`config.mk`:
```
export PLATFORM = sky130hd
export DESIGN_NAME = pcr_top
export DESIGN_NICKNAME = d
export VERILOG_FILES = /design/src/rtl/pcr_pkg.sv /design/src/rtl/pcr_sync.sv /design/src/rtl/pcr_top.sv
export SDC_FILE = /design/constraint.sdc
export NUM_CORES = 1
export LEC_CHECK = 0
export ABC_AREA = 0
export BUFFER_PORTS_ARGS = -buffer_cell sky130_fd_sc_hd__buf_2
export CAP_MARGIN = 40
export CORE_MARGIN = 4
export CORE_UTILIZATION = 35
export CTS_BUF_LIST = sky130_fd_sc_hd__clkbuf_8 sky130_fd_sc_hd__clkbuf_16
export CTS_CLUSTER_SIZE = 12
export DETAILED_ROUTE_END_ITERATION = 10
export HOLD_SLACK_MARGIN = 0.08
export SYNTH_ARGS = -nofsm -noshare
export SYNTH_HDL_FRONTEND = slang
export SYNTH_SLANG_ARGS = --single-unit
```
`constraint.sdc`:
```
create_clock -name aclk -period 1.5 [get_ports aclk]
set_input_delay 0.075 -clock aclk [delete_from_list [all_inputs] [get_ports aclk]]
set_output_delay 0.075 -clock aclk [all_outputs]
set_load 0.05 [all_outputs]
```
`src/rtl/pcr_pkg.sv`:
```
// package: constants and carrier types of the power-up and reset block
package pcr_pkg;

   // ******************************
   // bus
   // ******************************
   localparam int ADDR_W = 8;

   typedef struct packed {
      logic              awvalid;
      logic [ADDR_W-1:0] awaddr;
      logic              wvalid;
      logic [31:0]       wdata;
      logic [3:0]        wstrb;
      logic              bready;
      logic              arvalid;
      logic [ADDR_W-1:0] araddr;
      logic              rready;
   } pcr_axi_req_t;

   typedef struct packed {
      logic        awready;
      logic        wready;
      logic        bvalid;
      logic [1:0]  bresp;
      logic        arready;
      logic        rvalid;
      logic [31:0] rdata;
      logic [1:0]  rresp;
   } pcr_axi_rsp_t;

   localparam logic [1:0] RESP_OKAY   = 2'h0;
   localparam logic [1:0] RESP_SLVERR = 2'h2;

   // ******************************
   // register map
   // ******************************
   localparam logic [ADDR_W-1:0] OFS_CTRL   = 8'h00;
   localparam logic [ADDR_W-1:0] OFS_STATUS = 8'h04;
   localparam logic [ADDR_W-1:0] OFS_IST    = 8'h08;
   localparam logic [ADDR_W-1:0] OFS_IMASK  = 8'h0C;
   localparam logic [ADDR_W-1:0] OFS_TRIM   = 8'h10;

   // control register fields
   localparam int CTRL_SOFT_RST = 0;
   localparam int CTRL_LOOK     = 1;
   localparam int CTRL_SNK_SW   = 2;
   localparam int CTRL_SRC_SW   = 3;
   localparam int CTRL_DBG_EN   = 4;
   localparam int CTRL_ORIENT   = 5;
   localparam int CTRL_GIO1     = 6;
   localparam int CTRL_GIO2     = 7;
   localparam logic [7:0] CTRL_RESET  = 8'h10;

   // status register fields
   localparam int STAT_VDD    = 0;
   localparam int STAT_VBUS   = 1;
   localparam int STAT_DEAD   = 2;
   localparam int STAT_RUN    = 3;
   localparam int STAT_TOGGLE = 4;
   localparam int STAT_CC_RP  = 5;
   localparam int STAT_PAIR   = 6;
   localparam int STAT_ADDR   = 8;

   // interrupt status and mask fields
   localparam int IRQ_W         = 4;
   localparam int IRQ_PORT_PWR  = 0;
   localparam int IRQ_INIT      = 1;
   localparam int IRQ_ATTACH    = 2;
   localparam int IRQ_DEBUG     = 3;
   localparam logic [IRQ_W-1:0] IMASK_RESET = 4'hF;

   // serial slave address: fixed upper bits, then pairing, then strap
   localparam logic [4:0] I2C_ADDR_BASE = 5'h14;

   // ******************************
   // timing
   // ******************************
   localparam int CLK_PERIOD_NS    = 10;
   localparam int TOGGLE_PERIOD_NS = 20000;
   localparam int TOGGLE_CYC       = TOGGLE_PERIOD_NS / CLK_PERIOD_NS;
   localparam int TOG_W            = 11;

   // ******************************
   // power sequence and pin carriers
   // ******************************
   typedef enum logic [2:0] {
      PWR_OFF    = 3'h0,
      PWR_LOAD   = 3'h1,
      PWR_FUSE   = 3'h3,
      PWR_SAMPLE = 3'h2,
      PWR_RUN    = 3'h6
   } pcr_pwr_t;

   typedef struct packed {
      logic cc1_rp_en;
      logic cc2_rp_en;
      logic cc1_rd_en;
      logic cc2_rd_en;
   } pcr_cc_t;

   typedef struct packed {
      logic out;
      logic oe_n;
   } pcr_pin_drv_t;

endpackage : pcr_pkg

```
`src/rtl/pcr_sync.sv`:
```
// three-stage synchroniser with agreement filter for outside levels
`timescale 1ns/100ps
module pcr_sync #(
   parameter int W = 1
) (
   // clock and reset
   input  wire logic         aclk,
   input  wire logic         aresetn,
   // levels
   input  wire logic [W-1:0] d,
   output logic      [W-1:0] q
);
   import pcr_pkg::*;

   typedef struct packed {
      logic [W-1:0] s1;
      logic [W-1:0] s2;
      logic [W-1:0] s3;
      logic [W-1:0] q;
   } pcr_sync_state_t;

   pcr_sync_state_t s_q;
   pcr_sync_state_t s_d;

   if (W < 1) begin : g_chk
      $error("pcr_sync: width must be at least one");
   end

   always_comb begin
      s_d    = s_q;
      s_d.s1 = d;
      s_d.s2 = s_q.s1;
      s_d.s3 = s_q.s2;
      for (int i = 0; i < W; i++) begin
         if (s_q.s2[i] == s_q.s3[i]) begin
            s_d.q[i] = s_q.s3[i];
         end
      end
   end

   always_ff @(posedge aclk) begin
      if (!aresetn) begin
         s_q <= '0;
      end else begin
         s_q <= s_d;
      end
   end

   assign q = s_q.q;

endmodule : pcr_sync

```
`src/rtl/pcr_top.sv`:
```
// power-up, reset and dead-battery start-up logic of the port controller
//
// Added by the designer: the placing of the registers and register access over AXI4-Lite.
`timescale 1ns/100ps
module pcr_top #(
   parameter int FUSE_WORDS = 4
) (
   // clock and reset
   input  wire logic                  aclk,
   input  wire logic                  aresetn,
   // register bus
   input  wire pcr_pkg::pcr_axi_req_t axi_req,
   output pcr_pkg::pcr_axi_rsp_t      axi_rsp,
   // supply levels
   input  wire logic                  main_supply_good_level,
   input  wire logic                  vbus_present,
   // trim fuses
   output logic [1:0]                 fuse_addr,
   input  wire logic [7:0]            fuse_data,
   // detection results
   input  wire logic                  src_attached,
   input  wire logic                  debug_acc_detected,
   // serial clock pins, for pairing detection
   input  wire logic                  i2c_scl1_pin,
   input  wire logic                  i2c_scl2_pin,
   output logic [6:0]                 i2c_slave_addr,
   // configuration channel presentation
   output pcr_pkg::pcr_cc_t           cc_pres,
   // pins
   input  wire logic                  orientation_addr_select_pin_i,
   output pcr_pkg::pcr_pin_drv_t      orientation_addr_select_pin,
   output pcr_pkg::pcr_pin_drv_t      int_n_pin,
   output pcr_pkg::pcr_pin_drv_t      debug_acc_detect_out,
   output logic                       sink_switch_en,
   output logic                       source_switch_en,
   output logic                       general_io_one,
   output logic                       general_io_two
);
   import pcr_pkg::*;

   typedef struct packed {
      pcr_pwr_t          pwr;
      logic [1:0]        fidx;
      logic [3:0][7:0]   trim;
      logic [7:0]        ctrl;
      logic [IRQ_W-1:0]  ist;
      logic [IRQ_W-1:0]  imask;
      logic              addr_sel;
      logic              pair_known;
      logic              pair2;
      logic              toggling;
      logic              cc_rp;
      logic [TOG_W-1:0]  tog_cnt;
      logic              attach_q;
      logic              debug_q;
      logic              scl1_q;
      logic              scl2_q;
      logic              sink;
      logic              source;
      logic              aw_held;
      logic [ADDR_W-1:0] aw_addr;
      logic              w_held;
      logic [31:0]       w_data;
      logic [3:0]        w_strb;
      logic              bvalid;
      logic [1:0]        bresp;
      logic              rvalid;
      logic [31:0]       rdata;
      logic [1:0]        rresp;
   } pcr_state_t;

   localparam pcr_state_t STATE_RESET = '{
      pwr: PWR_OFF, ctrl: CTRL_RESET, imask: IMASK_RESET, default: '0};

   localparam logic [TOG_W-1:0] TOG_RELOAD = TOG_W'(TOGGLE_CYC - 1);

   if (FUSE_WORDS < 1 || FUSE_WORDS > 4) begin : g_chk
      $error("pcr_top: FUSE_WORDS must lie in 1..4");
   end

   pcr_state_t s_q;
   pcr_state_t s_d;
   logic [4:0] pin_s;
   logic       vdd_s;
   logic       vbus_s;
   logic       addr_pin_s;
   logic       scl1_s;
   logic       scl2_s;
   logic       supply;
   logic       dead;
   logic       run;
   logic       wr_go;
   logic [7:0] wb;
   logic [IRQ_W-1:0] ev;

   // ******************************
   // functions
   // ******************************
   function automatic logic pcr_mapped(input logic [ADDR_W-1:0] a);
      return a == OFS_CTRL || a == OFS_STATUS || a == OFS_IST ||
             a == OFS_IMASK || a == OFS_TRIM;
   endfunction : pcr_mapped

   function automatic logic [31:0] pcr_read(input pcr_state_t s,
                                            input logic [ADDR_W-1:0] a,
                                            input logic [31:0] stat);
      logic [31:0] r;
      r = '0;
      case (a)
         OFS_CTRL:   r[7:0]       = s.ctrl;
         OFS_STATUS: r            = stat;
         OFS_IST:    r[IRQ_W-1:0] = s.ist;
         OFS_IMASK:  r[IRQ_W-1:0] = s.imask;
         OFS_TRIM:   r            = s.trim;
         default:    r            = '0;
      endcase
      return r;
   endfunction : pcr_read

   // ******************************
   // pin synchronisers
   // ******************************
   pcr_sync #(.W(5)) u_sync (
      .aclk    (aclk),
      .aresetn (aresetn),
      .d       ({main_supply_good_level, vbus_present,
                 orientation_addr_select_pin_i, i2c_scl1_pin,
                 i2c_scl2_pin}),
      .q       (pin_s)
   );

   assign {vdd_s, vbus_s, addr_pin_s, scl1_s, scl2_s} = pin_s;
   assign supply = vdd_s | vbus_s;
   assign dead   = vbus_s & ~vdd_s;
   assign run    = (s_q.pwr == PWR_RUN);
   assign wr_go  = s_q.aw_held & s_q.w_held;
   assign wb     = s_q.w_strb[0] ? s_q.w_data[7:0] : 8'h00;

   // ******************************
   // next state
   // ******************************
   always_comb begin
      logic [31:0] stat;
      stat = '0;
      s_d  = s_q;
      ev   = '0;
      stat[STAT_VDD]    = vdd_s;
      stat[STAT_VBUS]   = vbus_s;
      stat[STAT_DEAD]   = dead;
      stat[STAT_RUN]    = run;
      stat[STAT_TOGGLE] = s_q.toggling;
      stat[STAT_CC_RP]  = s_q.cc_rp;
      stat[STAT_PAIR]   = s_q.pair_known;
      stat[STAT_ADDR +: 7] = i2c_slave_addr;

      // bus channels
      if (axi_req.awvalid && axi_rsp.awready) begin
         s_d.aw_held = 1'b1;
         s_d.aw_addr = axi_req.awaddr;
      end
      if (axi_req.wvalid && axi_rsp.wready) begin
         s_d.w_held = 1'b1;
         s_d.w_data = axi_req.wdata;
         s_d.w_strb = axi_req.wstrb;
      end
      if (s_q.bvalid && axi_req.bready) begin
         s_d.bvalid = 1'b0;
      end
      if (wr_go) begin
         s_d.aw_held = 1'b0;
         s_d.w_held  = 1'b0;
         s_d.bvalid  = 1'b1;
         s_d.bresp   = pcr_mapped(s_q.aw_addr) ? RESP_OKAY : RESP_SLVERR;
      end
      if (s_q.rvalid && axi_req.rready) begin
         s_d.rvalid = 1'b0;
      end
      if (axi_req.arvalid && axi_rsp.arready) begin
         s_d.rvalid = 1'b1;
         s_d.rdata  = pcr_read(s_q, axi_req.araddr, stat);
         s_d.rresp  = pcr_mapped(axi_req.araddr) ? RESP_OKAY : RESP_SLVERR;
      end

      // register writes
      if (wr_go && s_q.aw_addr == OFS_CTRL && s_q.w_strb[0]) begin
         s_d.ctrl = s_q.w_data[7:0];
         if (s_q.w_data[CTRL_SOFT_RST] && run) begin
            s_d.pwr = PWR_LOAD;
         end
      end
      if (wr_go && s_q.aw_addr == OFS_IST) begin
         s_d.ist = s_q.ist & ~wb[IRQ_W-1:0];
      end
      if (wr_go && s_q.aw_addr == OFS_IMASK) begin
         s_d.imask = s_q.w_strb[0] ? s_q.w_data[IRQ_W-1:0] : s_q.imask;
      end

      // power sequence
      case (s_q.pwr)
         PWR_OFF: begin
            if (supply) begin
               s_d.pwr = PWR_LOAD;
            end
         end
         PWR_LOAD: begin
            s_d.ctrl       = CTRL_RESET;
            s_d.ist        = '0;
            s_d.imask      = IMASK_RESET;
            s_d.trim       = '0;
            s_d.fidx       = '0;
            s_d.addr_sel   = 1'b0;
            s_d.pair_known = 1'b0;
            s_d.pair2      = 1'b0;
            s_d.pwr        = PWR_FUSE;
         end
         PWR_FUSE: begin
            s_d.trim[s_q.fidx] = fuse_data;
            s_d.fidx = s_q.fidx + 2'd1;
            if (s_q.fidx == 2'(FUSE_WORDS - 1)) begin
               s_d.pwr = PWR_SAMPLE;
            end
         end
         PWR_SAMPLE: begin
            s_d.addr_sel = addr_pin_s;
            s_d.pwr      = PWR_RUN;
            ev[IRQ_PORT_PWR] = 1'b1;
            ev[IRQ_INIT]     = 1'b1;
         end
         PWR_RUN: begin
            if (!s_q.pair_known && s_q.scl1_q && !scl1_s) begin
               s_d.pair_known = 1'b1;
               s_d.pair2      = 1'b0;
            end else if (!s_q.pair_known && s_q.scl2_q && !scl2_s) begin
               s_d.pair_known = 1'b1;
               s_d.pair2      = 1'b1;
            end
            ev[IRQ_ATTACH] = src_attached != s_q.attach_q;
            ev[IRQ_DEBUG]  = debug_acc_detected != s_q.debug_q;
         end
         default: s_d.pwr = PWR_OFF;
      endcase
      if (!supply) begin
         s_d.pwr = PWR_OFF;
      end
      s_d.ist      = s_d.ist | ev;
      s_d.attach_q = src_attached;
      s_d.debug_q  = debug_acc_detected;
      s_d.scl1_q   = scl1_s;
      s_d.scl2_q   = scl2_s;

      // role toggling
      if (!run || !vdd_s || !s_q.ctrl[CTRL_LOOK]) begin
         s_d.toggling = 1'b0;
         s_d.cc_rp    = 1'b0;
         s_d.tog_cnt  = TOG_RELOAD;
      end else if (src_attached) begin
         s_d.toggling = 1'b0;
      end else begin
         s_d.toggling = 1'b1;
         if (s_q.tog_cnt == '0) begin
            s_d.cc_rp   = ~s_q.cc_rp;
            s_d.tog_cnt = TOG_RELOAD;
         end else begin
            s_d.tog_cnt = s_q.tog_cnt - TOG_W'(1);
         end
      end

      // load switches
      s_d.sink   = dead ? src_attached
                        : (run && s_q.ctrl[CTRL_SNK_SW]);
      s_d.source = run && vdd_s && s_q.ctrl[CTRL_SRC_SW];
   end

   always_ff @(posedge aclk) begin
      if (!aresetn) begin
         s_q <= STATE_RESET;
      end else begin
         s_q <= s_d;
      end
   end

   // ******************************
   // outputs
   // ******************************
   assign axi_rsp.awready = !s_q.aw_held && !s_q.bvalid;
   assign axi_rsp.wready  = !s_q.w_held && !s_q.bvalid;
   assign axi_rsp.bvalid  = s_q.bvalid;
   assign axi_rsp.bresp   = s_q.bresp;
   assign axi_rsp.arready = !s_q.rvalid;
   assign axi_rsp.rvalid  = s_q.rvalid;
   assign axi_rsp.rdata   = s_q.rdata;
   assign axi_rsp.rresp   = s_q.rresp;

   assign fuse_addr      = s_q.fidx;
   assign i2c_slave_addr = {I2C_ADDR_BASE, s_q.pair2, s_q.addr_sel};

   assign cc_pres.cc1_rp_en = s_q.cc_rp;
   assign cc_pres.cc2_rp_en = s_q.cc_rp;
   assign cc_pres.cc1_rd_en = !s_q.cc_rp;
   assign cc_pres.cc2_rd_en = !s_q.cc_rp;

   assign orientation_addr_select_pin.out  = s_q.ctrl[CTRL_ORIENT];
   assign orientation_addr_select_pin.oe_n = !run;
   assign int_n_pin.out  = 1'b0;
   assign int_n_pin.oe_n = !(|(s_q.ist & s_q.imask));
   assign debug_acc_detect_out.out  = 1'b0;
   assign debug_acc_detect_out.oe_n =
      !(run && s_q.debug_q && s_q.ctrl[CTRL_DBG_EN]);
   assign sink_switch_en   = s_q.sink;
   assign source_switch_en = s_q.source;
   assign general_io_one   = s_q.ctrl[CTRL_GIO1];
   assign general_io_two   = s_q.ctrl[CTRL_GIO2];
endmodule : pcr_top

```
**Word-level counts from Yosys, hierarchy flattened**

Cells that the tools add are included.
Widths: inputs -> output; s select.

- Add/sub/neg operators: 2
- $lt $le $gt $ge: 2
- Equality and inequality tests: 22
- Multiplexer cells: 33
- Bitwise operators: 11
- Reduce and logical (&&, ||, !) cells: 62

Operators with widths:

| kind | count |
|---|---|
| $pmux 34 s2 | 1 |
| $pmux 24 s2 | 1 |
| $mux 35 | 1 |
| $mux 11 | 3 |
| $bwmux 32 | 1 |
| $eq 8x4->1 const B | 4 |
| $logic_and 1x1->1 | 22 |
| $pmux 4 s5 | 1 |
| $demux 8 s2 | 1 |
| $eq 8x3->1 const B | 2 |
| $eq 8x5->1 const B | 2 |
| $logic_not 8->1 | 2 |
| $mux 4 | 4 |
| $mux 8 | 2 |
| $pmux 3 s5 | 1 |
| $logic_not 1->1 | 13 |
| $mux 2 | 6 |
| $mux 3 | 4 |
| $pmux 4 s3 | 1 |
| $logic_not 11->1 | 1 |
| $sub 11x1->11 const B | 1 |
| $logic_or 1x1->1 | 10 |
| $reduce_bool 2->1 | 5 |
| $and 4x4->4 | 2 |
| other kinds (23) | 41 |

- Bits in registers: 152
- Input bits: 74
- Output and inout port bits: 64
- Logic and storage cells: 172

**Longest topological paths before layout**

Gate-level depths: netlist (run 1).

- Word-level depth: 7
- Mapped depth: 6

**By module**

Synthesis (run 1) repeated with hierarchy kept, for this count alone.

- Cell total of the unflattened synthesis: 728
- Area total of the unflattened synthesis: 6,379.9 sq um

By module, submodules not included:

| module | times used | cells an instance | area an instance (sq um) | seq. area each (sq um) |
|---|---|---|---|---|
| pcr_top | 1 | 671 | 5,735.5 | 2,602.5 |
| pcr_sync | 1 | 57 | 644.4 | 400.4 |

**Least setup slack after synthesis (run 1)**

No wires, ideal clock.

- Path type: register to output
- From: register s_q[113] (netlist name)
- To: output port int_n_pin[0] (netlist name)
- Arrival: 1.707 ns
- Data required time: 1.425 ns
- Setup slack: -0.282 ns
- Cell stages (with the launch flop): 3
- Cells stage by stage: dfxtp_1 > a22o_1 > a221oi_1

RTL lines:

| what | RTL line | text |
|---|---|---|
| start: declaration | pcr_top.sv:81 | `pcr_state_t s_q;` |
| start signal: assignment | pcr_top.sv:276 | `s_q <= STATE_RESET;` |
| start signal: assignment | pcr_top.sv:278 | `s_q <= s_d;` |
| end: declaration | pcr_top.sv:32 | `output pcr_pkg::pcr_pin_drv_t int_n_pin,` |

==> results of run 1 <==
[cells in the mapped netlist, types with 2 or more instances]
cell type	n
dfxtp_1	150
nand2_1	96
buf_4	56
nand3_1	42
a21boi_0	40
nor2_1	31
o21ai_0	28
and2_1	27
a21boi_1	25
nor2b_1	24
clkbuf_1	23
mux2i_1	21
a22oi_1	20
buf_2	17
and3_1	11
a21oi_1	10
inv_1	10
nor3_1	9
xor2_1	9
a31oi_1	8
a221oi_1	5
ha_1	5
nor3b_1	4
o22ai_1	4
a32o_1	3
and4_1	3
nand2b_1	3
nand4_1	3
xnor2_1	3
a21bo_2	2
a22o_1	2
buf_6	2
conb_1	2
mux2_2	2
nor4_2	2
nor4_4	2
o211ai_1	2
[timing repair]
action,in CTS,in global routing
pin swaps,1,5
resized for setup,17,22
hold buffers,40,0
setup endpoints to repair,13,30
setup buffers,3,1
endpoints found under the hold margin,72,0
[power breakdown]
group          total [W]  leakage, nW  internal, W  switching, W
registers        0.00414         1.22      0.00407     0.0000662
clock network    0.00415        0.280      0.00237       0.00178
logic           0.000778         1.79     0.000310      0.000468
[cell families after synthesis]
logic type	Yosys count	synth area share, %
and+or+nand+nor	270	21.1
other	2	0.114
xor gates and xnor gates	12	1.59
DFF	150	45.6
adders and majority gates	5	0.949
muxes	24	3.87
AOI/OAI and AO/OA	158	16.8
buffers and inverters	109	9.97
[flip-flops by register name, summed over array words and instances (netlist names)]
signal	cells
i2c_slave_addr	2
cc_pres	1
s_q	84
general_io_two	1
axi_rsp	36
general_io_one	1
u_sync.q	5
source_switch_en	1
u_sync.s_d	10
orientation_addr_select_pin	1
u_sync.s_q	5
fuse_addr	2
sink_switch_en	1
[worst paths after layout]
kind | slack [ns] | end | start | cells past startpoint
hold / removal | 0.13 | axi_rsp[1] | axi_req[5] | 3
setup reg to reg | 0.04 | s_q[118] | s_q[81] | 5
setup / recovery | -0.009 | int_n_pin[0] | s_q[113] | 3
hold reg to reg | 0.43 | u_sync.s_d[8] | u_sync.s_d[13] | 1
[tightest hold or removal path, cell delays in order]
cell and delay (ns):
buf_2 0.18, o21ai_0 0.12, a41oi_1 0.11
[routing by layer]
| metal | share of wire, % | GRT usage (%) | up-vias |
|---|---|---|---|
| li1 | - | - | 2666 |
| met1 | 50 | 21.5 | 2432 |
| met2 | 45 | 23.5 | 112 |
| met3 | 4.8 | 4.52 | 7 |
| met4 | 0.69 | 3.13 | 0 |
| met5 | 0 | 0 | - |
[through the flow]
| stage | TNS (ns) | worst slack (ns) | power [W] | hold WS (ns) |
|---|---|---|---|---|
| after floorplan | -0.357 | -0.0319 | 0.00472 | 0.202 |
| after global placement | -0.00115 | -0.00115 | 0.00491 | 0.287 |
| after detailed placement | -0.113 | -0.0436 | 0.00491 | 0.287 |
| after CTS | -0.0513 | -0.0513 | 0.00916 | 0.0901 |
| after global routing | -0.393 | -0.0625 | 0.00941 | 0.132 |
| final | -0.00867 | -0.00867 | 0.00907 | 0.127 |
[final cells by class]
| cell class | instances | area [sq um] |
|---|---|---|
| inverters | 10 | 41.3 |
| well taps | 229 | 287 |
| fillers | 1774 | 9980 |
| flip-flops and latches | 150 | 3020 |
| multi-input cells | 478 | 3080 |
| clock inverters | 14 | 138 |
| repair buffers | 175 | 1230 |
| clock buffers | 18 | 439 |
==> metrics.yaml, run 1 <==
run_status:
  status: "finished with violations"
  violations: "setup timing"
critical_path:
  max_stage_delay_ns: 0.33
  cp_data_arrival_time_ns: 1.43
  cp.required_ns: 1.42
  critPathKind: "reg -> out"
  path_max_fanout: 2
  path_delay_family: "compound AO/OA/AOI/OAI gates"
  worstPathCellList: "a22o_1 -> a221oi_4 -> buf_6"
  start_kind: "flop"
  critPathBufInv: 1
  end_kind: "primary output"
  cp_slowest_cell: "dfxtp_2"
cts:
  clock-sinks: 150
  clk_path_buf_depth: 2
  cts_buffers: 17
  clk_latency_ns: 0.42
  h-tree-depth: 4
  cts_root_buf: "clkbuf_16"
  cts.reportedPaths.clkPinSlew_ns: 0.07
  cts_tree: "built"
drt:
  wirelength_mm: 15.9
  drtAntennaViolNets: 0
  viasPerCell: 4.86
  drtIter0Drc: 234
  drt_pass1_iterations: 4
  wire_per_inst_microns: 14.8
  vias: 5217
  drcViolationCount: 0
global_route:
  grt_antenna_before_repair: 0
  grt_pass1_vias: 5011
  overflow: 0
  grt_max_degree: 34
  grt_pass1_wl_mm: 26.6
  grt_usage_pct: 15.3
logic_synthesis:
  synthDistinctLibCells: 61
  synth-seq-area-share_pct: 45.6
  syn_area_sq_um: 6590
  synthTopCellsByArea: "dfxtp_1, buf_4, nand2_1"
  synth_seq_cells: 150
  synth_edf_count: 0
  synth_ff_type: "dfxtp_1"
  syn_avg_cell_area_sq_um: 9.03
  yosysTopAreaCellShare_pct: 45.6
  synthCells: 730
  post-synth-top-area-cell: "dfxtp_1"
  synthArstFlopShare_pct: 0
  synth-warning-count: 0
die:
  start_util_pct: 36.2
  die_x_microns: 145
  die_y_microns: 145
  core_area_sq_um: 18200
  ios: 138
  num_rows: 49
  die_area_sq_um: 21100
worst_hold_path:
  hold_class: "in -> reg"
final_layout:
  finalNonFillerCells: 1074
  final_core_util_pct: 45.2
  stdcell_area_sq_um: 8230
  nets: 911
  n_antenna_cell: 0
  drive_gt1_share_pct: 24.5
  final_cell_mix: "dfxtp_1, buf_2, nand2_1, dlygate4sd3_1"
  syn2layout_area_growth_pct: 24.8
  final_common_cell: "dfxtp_1"
place:
  place_congestion: 0.786
  io_buffers: 101
  place_inst: 998
  postPlaceCellArea_sq_um: 7070
  dp_hpwl_mm: 11.1
sta:
  fin_crit_sh_pct: 101
  layout_min_cycle_time_ns: 1.51
  fin_skew_ns: 0.0108
  rsz0062_at_grt: "true"
  setup_ws_ns: -0.00867
  setup_viol_count_final: 1
  timing.fmax_mhz: 663
  hold_viol_final: 0
  maxSlewViolCount: 0
job:
  max-cap-violations: 0
power_and_ir_drop:
  ir_worst_vdd_mv: 0.740
  p_leak_nw: 3.29
  power_density_nw_per_um2: 1100
No activity file was read; power rests on OpenSTA's default activity.
==> run 2: changes to the inputs <==
Settings changed: RECOVER_POWER set to 100, SLEW_MARGIN set to 25.
==> metrics.yaml, run 2 (same netlist as run 1, synthesis figures left out) <==
die:
  ios: 138  # unchanged
  num_rows: 49  # unchanged
  die_y_microns: 145  # unchanged
  die_x_microns: 145  # unchanged
  core_area_sq_um: 18200  # unchanged
  start_util_pct: 36.2  # unchanged
  die_area_sq_um: 21100  # unchanged
drt:
  drcViolationCount: 0  # unchanged
  drtAntennaViolNets: 0  # unchanged
  drtIter0Drc: 221  # -5.6%
  drt_pass1_iterations: 4  # unchanged
  wire_per_inst_microns: 14.8  # +0.13%
  viasPerCell: 4.84  # -0.35%
  wirelength_mm: 15.9  # +0.13%
  vias: 5199  # -0.35%
place:
  place_congestion: 0.786  # unchanged
  place_inst: 998  # unchanged
  dp_hpwl_mm: 11.1  # unchanged
  io_buffers: 101  # unchanged
  postPlaceCellArea_sq_um: 7070  # unchanged
global_route:
  grt_usage_pct: 15.3  # unchanged
  grt_antenna_before_repair: 0  # unchanged
  grt_pass1_vias: 5011  # unchanged
  grt_max_degree: 34  # unchanged
  grt_pass1_wl_mm: 26.6  # unchanged
  overflow: 0  # unchanged
sta:
  fin_crit_sh_pct: 101  # about the same
  fin_skew_ns: 0.00988  # -0.000877 ns
  layout_min_cycle_time_ns: 1.51  # +0.0000686 ns
  worst_pin_slew_ns: 0.625
  slew_headroom_pct: 58.5
  rsz0062_at_grt: "true"
  setup_ws_ns: -0.00874  # -0.0000686 ns
  hold_viol_final: 0  # unchanged
  whs_ns: 0.124  # -0.00303 ns
  setup_viol_count_final: 2  # +1
  fin_setup_tns_ns: -0.0142  # -0.00549 ns
  timing.fmax_mhz: 663  # about the same
  maxSlewViolCount: 0  # unchanged
critical_path:
  cp.required_ns: 1.42  # about the same
  worstPathCellList: "a22o_1 -> a221oi_4 -> buf_6"
  max_stage_delay_ns: 0.33  # about the same
  cp_data_arrival_time_ns: 1.43  # about the same
  end_kind: "primary output"
  critPathKind: "reg -> out"
  cp_slowest_cell: "dfxtp_2"
  start_kind: "flop"
  path_max_fanout: 2  # unchanged
worst_hold_path:
  hold_class: "in -> reg"
cts:
  cts_tree: "built"
  clk_path_buf_depth: 2  # unchanged
  clk_latency_ns: 0.42  # about the same
  cts_root_buf: "clkbuf_16"
  cts_buffers: 17  # unchanged
  h-tree-depth: 4  # unchanged
  clock-sinks: 150  # unchanged
  cts.reportedPaths.clkPinSlew_ns: 0.06  # about the same
final_layout:
  final_core_util_pct: 44.7  # -0.48 points
  final_common_cell: "dfxtp_1"
  regMostFlops: "s_q"
  nets: 911  # unchanged
  syn2layout_area_growth_pct: 23.5
  finalNonFillerCells: 1074  # unchanged
  stdcell_area_sq_um: 8140  # -1.1%
  drive_gt1_share_pct: 19.9  # -4.6 points
  final_cell_mix: "dfxtp_1, nand2_1, a21boi_0, buf_2, dlygate4sd3_1"
  multi_input_area_sq_um: 3060  # -0.49%
  largest_reg_flops: 84  # unchanged
  ff_latch_area_sq_um: 3010  # about the same
  n_fill_cell: 1796  # +1.2%
  n_antenna_cell: 0  # unchanged
run_status:
  status: "finished with violations"
  violations: "setup timing"
power_and_ir_drop:
  p_leak_nw: 3.09  # -6.1%
  power_density_nw_per_um2: 1110  # +0.91%
  ir_worst_vdd_mv: 0.745  # +0.57%
job:
  max-cap-violations: 0  # unchanged
## run 2: changes by cell type in the layout (fill, tap and decap cells not counted), moves of 3 or more
cell	change
buf_2	-53
and2_1	-7
a21boi_0	+17
a21boi_1	-17
clkbuf_2	+19
buf_4	-3
clkbuf_1	+37
and2_0	+7
## run 2: path summary, 6_finish.rpt
path / start / to / slack [ns] / depth (start not counted)
max: s_q[113] / int_n_pin[0] / -0.009 / 3
max reg2reg: s_q[156] / axi_rsp[5] / 0.01 / 6
min reg2reg: u_sync.s_d[12] / u_sync.s_d[7] / 0.43 / 1
min: axi_req[5] / axi_rsp[1] / 0.12 / 3
## run 2: power by group
group / leakage, nW / switching [W] / internal (W)
combinational: 1.59 / 0.000467 / 0.000299
sequential: 1.22 / 0.0000661 / 0.00407
clock: 0.280 / 0.00178 / 0.00237
total: 3.09 / 0.00231 / 0.00674
## run 2: timing repair
action | in CTS | in global routing
endpoints found under the setup margin | 13 | 30
setup buffers | 3 | 1
hold buffers | 40 | 0
endpoints found under the hold margin | 72 | 0
pin swaps | 1 | 5
resized for setup | 17 | 22
## run 2: per-layer routing
| layer | up-vias | track usage [%] | share of wire (%) |
|---|---|---|---|
| met5 | - | 0 | 0 |
| met4 | 0 | 3.13 | 0.69 |
| met3 | 7 | 4.52 | 5.8 |
| met2 | 115 | 23.5 | 45 |
| met1 | 2416 | 21.5 | 49 |
| li1 | 2661 | - | - |
## run 2: layout make-up
class | count | share of cell area, %
inverters | 10 | 0.507
clock inverters | 14 | 1.69
multi-input cells | 478 | 37.6
flip-flops and latches | 150 | 37.0
well taps | 229 | 3.52
clock buffers | 18 | 5.40
repair buffers | 175 | 14.3
## run 2: worst max-delay path, delay by kind of cell (launching register included)
family | cells | cell delay [ns]
AO/OA/AOI/OAI | 2 | 0.49
buffers and inverters | 1 | 0.20
flip-flops | 1 | 0.33
## run 2: through the flow
step	setup slack [ns]	power, W
global placement	-0.00115	0.00491
global route	-0.0680	0.00940
floorplan	-0.0319	0.00472
CTS	-0.0513	0.00916
detailed placement	-0.0436	0.00491
finish	-0.00874	0.00905
==> run 3: changes to the inputs <==
Settings changed: CORE_UTILIZATION 35 to 49, PLACE_DENSITY set to 0.76, SETUP_SLACK_MARGIN set to 0.2.
==> metrics.yaml, run 3 (same netlist as run 1, synthesis figures left out) <==
cts:
  clock-sinks: 150  # unchanged
  cts_buffers: 17  # unchanged
  cts.reportedPaths.clkPinSlew_ns: 0.07  # about the same
  cts_tree: "built"
  cts_root_buf: "clkbuf_16"
  h-tree-depth: 4  # unchanged
  clk_latency_ns: 0.43  # about the same
  clk_path_buf_depth: 2  # unchanged
final_layout:
  multi_input_area_sq_um: 3690  # +20%
  n_antenna_cell: 0  # unchanged
  syn2layout_area_growth_pct: 37.7
  drive_gt1_share_pct: 36.3  # +16 points
  final_common_cell: "dfxtp_1"
  nets: 936  # +2.7%
  ff_latch_area_sq_um: 3020  # +0.33%
  regMostFlops: "s_q"
  n_fill_cell: 967  # -46%
  final_cell_mix: "dfxtp_1, nand2_1, buf_2, dlygate4sd3_1, clkbuf_1"
  finalNonFillerCells: 1046  # -2.6%
  largest_reg_flops: 84  # unchanged
  stdcell_area_sq_um: 9070  # +11%
die:
  die_y_microns: 124  # -15%
  die_x_microns: 124  # -15%
  num_rows: 42  # -14%
  core_area_sq_um: 13200  # -28%
  ios: 138  # unchanged
  start_util_pct: 50.0  # +14 points
  die_area_sq_um: 15400  # -27%
critical_path:
  max_stage_delay_ns: 0.39  # +0.06 ns
  cp.required_ns: 1.87  # +0.45 ns
  r2r_end: "s_q[95]"
  r2r_slack_ns: -0.07  # -0.08 ns
  path_max_fanout: 6  # +4
  r2r_start: "s_q[158]"
  cpMostUsedCell: "buf_6"
  worstPathCellList: "and3b_2 -> buf_6 -> buf_6 -> and3_1 -> and2_4 -> and3_4"
  end_kind: "flop"
  r2r_cells: 6  # unchanged
  path_delay_family: "simple AND/OR/NAND/NOR gates"
  cp_slowest_cell: "dfxtp_4"
  cp_data_arrival_time_ns: 1.94  # +0.51 ns
  critPathBufInv: 2  # +1
  start_kind: "flop"
  critPathKind: "reg -> reg"
global_route:
  met1_usage_pct: 26.2  # +4.7 points
  gr-usage-met2_pct: 40.1  # +17 points
  top_usage_layer: "met2"
  grt_pass1_wl_mm: 27.4  # +3.2%
  grt_pass1_vias: 5671  # +13%
  overflow: 0  # unchanged
  grt_usage_pct: 22.9  # +7.6 points
  grt_antenna_before_repair: 0  # unchanged
  met3_usage_pct: 6.18  # +1.7 points
  grt_max_degree: 62  # +82%
drt:
  vias: 5843  # +12%
  wire_per_inst_microns: 18.0  # +22%
  drtIter0Drc: 454  # +110%
  wirelength_mm: 18.9  # +19%
  drcViolationCount: 0  # unchanged
  drt_pass1_iterations: 5  # +1
  viasPerCell: 5.59  # +15%
  drtAntennaViolNets: 0  # unchanged
power_and_ir_drop:
  power_density_nw_per_um2: 1020  # -8.2%
  switching_share_pct: 25.4  # -0.081 points
  power_frac_clock_pct: 46.2  # +0.4 points
  ir_worst_vdd_mv: 0.816  # +9.5%
  p_seq_share_pct: 44.8  # -0.9 points
  intPower_w: 0.00691  # +2.4%
  p_sw_w: 0.00236  # +2.0%
  p_leak_nw: 3.39  # +9.6%
  p_comb_share_pct: 9.0  # +0.5 points
worst_hold_path:
  holdCritStartpoint: "axi_req[56]"
  hold_end: "s_q[75]"
  hold_class: "in -> reg"
  hold_path_depth: 4  # +1
sta:
  setup_ws_ns: -0.0733  # -0.0645 ns
  rsz0062_at_grt: "true"
  hold_viol_final: 0  # unchanged
  fin_skew_ns: 0.0105  # +0.000601 ns
  maxSlewViolCount: 0  # unchanged
  setup_viol_count_final: 12  # +10
  worst_pin_slew_ns: 0.766  # +0.142 ns
  fin_setup_tns_ns: -0.422  # -0.408 ns
  layout_min_cycle_time_ns: 1.57  # +0.0645 ns
  timing.fmax_mhz: 636  # -4.1%
  fin_crit_sh_pct: 105  # +4.3 points
  slew_headroom_pct: 48.9  # -9.6 points
job:
  max-cap-violations: 0  # unchanged
place:
  place_congestion: 0.865  # +10%
  postPlaceCellArea_sq_um: 7110  # +0.55%
  dp_hpwl_mm: 10.9  # -1.7%
  io_buffers: 101  # unchanged
  place_inst: 937  # -6.1%
run_status:
  violations: "setup timing"
  status: "finished with violations"
## run 3: cell count changes in the layout (fill, tap and decap cells not counted), sizes merged
cell	delta
and2	+1
buf	+21
bufinv	+1
clkbuf	+3
clkinv	-1
clkinvlp	+3
inv	-3
## run 3: how the worst max path moves through the flow
stage          slack [ns]      from            to  cells past startpoint
5_1_grt              -0.1  s_q[156]       s_q[95]                      6
3_3_place_gp         0.05   s_q[81]      s_q[114]                      5
3_5_place_dp         0.03   s_q[81]      s_q[115]                      5
4_1_cts             -0.02  s_q[109]  int_n_pin[0]                      3
6_report            -0.07  s_q[158]       s_q[95]                      6
2_1_floorplan        0.12   s_q[95]       s_q[95]                      5
## run 3: per-layer routing
metal,vias to the layer above,share of wire [%]
li1,2727,-
met1,2849,39
met2,227,52
met3,40,6.2
met4,0,2.6
met5,-,0
## run 3: area by class of cell
type / instances / share of cell area [%]
clock inverters: 14 / 1.65
repair buffers: 199 / 16.6
well taps: 176 / 2.43
clock buffers: 18 / 4.84
inverters: 10 / 0.483
flip-flops and latches: 150 / 33.3
multi-input cells: 479 / 40.6
## run 3: per-stage QoR
stage	setup slack, ns	hold WS, ns	power (W)	utilization (%)
after floorplan	0.122	0.202	0.00474	-
final	-0.0733	0.109	0.00927	68.8
after detailed placement	0.0291	0.285	0.00492	53.9
after global placement	0.0548	0.280	0.00489	53.9
after global routing	-0.0954	0.141	0.00955	68.8
after CTS	-0.0196	0.0805	0.00922	66.0
## run 3: worst reg2reg max path: cells and delay by family (launching register included)
family                 cells  cell delay, ns
AND/OR/NAND/NOR            4            0.92
flip-flops                 1            0.39
buffers and inverters      2            0.20
## run 3: timing repair
item	4_1_cts	5_1_grt
hold endpoints to repair	63	0
hold buffers	40	0
setup buffers	24	8
pin swaps	48	80
gates cloned	4	1
endpoints found under the setup margin	75	93
resized for setup	113	109
## run 3: power by group through the flow
stage          registers (W)  clock network (W)  logic (W)
2_1_floorplan        0.00422                  0   0.000523
3_3_place_gp         0.00423                  0   0.000663
3_5_place_dp         0.00424                  0   0.000683
4_1_cts              0.00415            0.00427   0.000796
5_1_grt              0.00416            0.00448   0.000902
6_report             0.00415            0.00428   0.000834
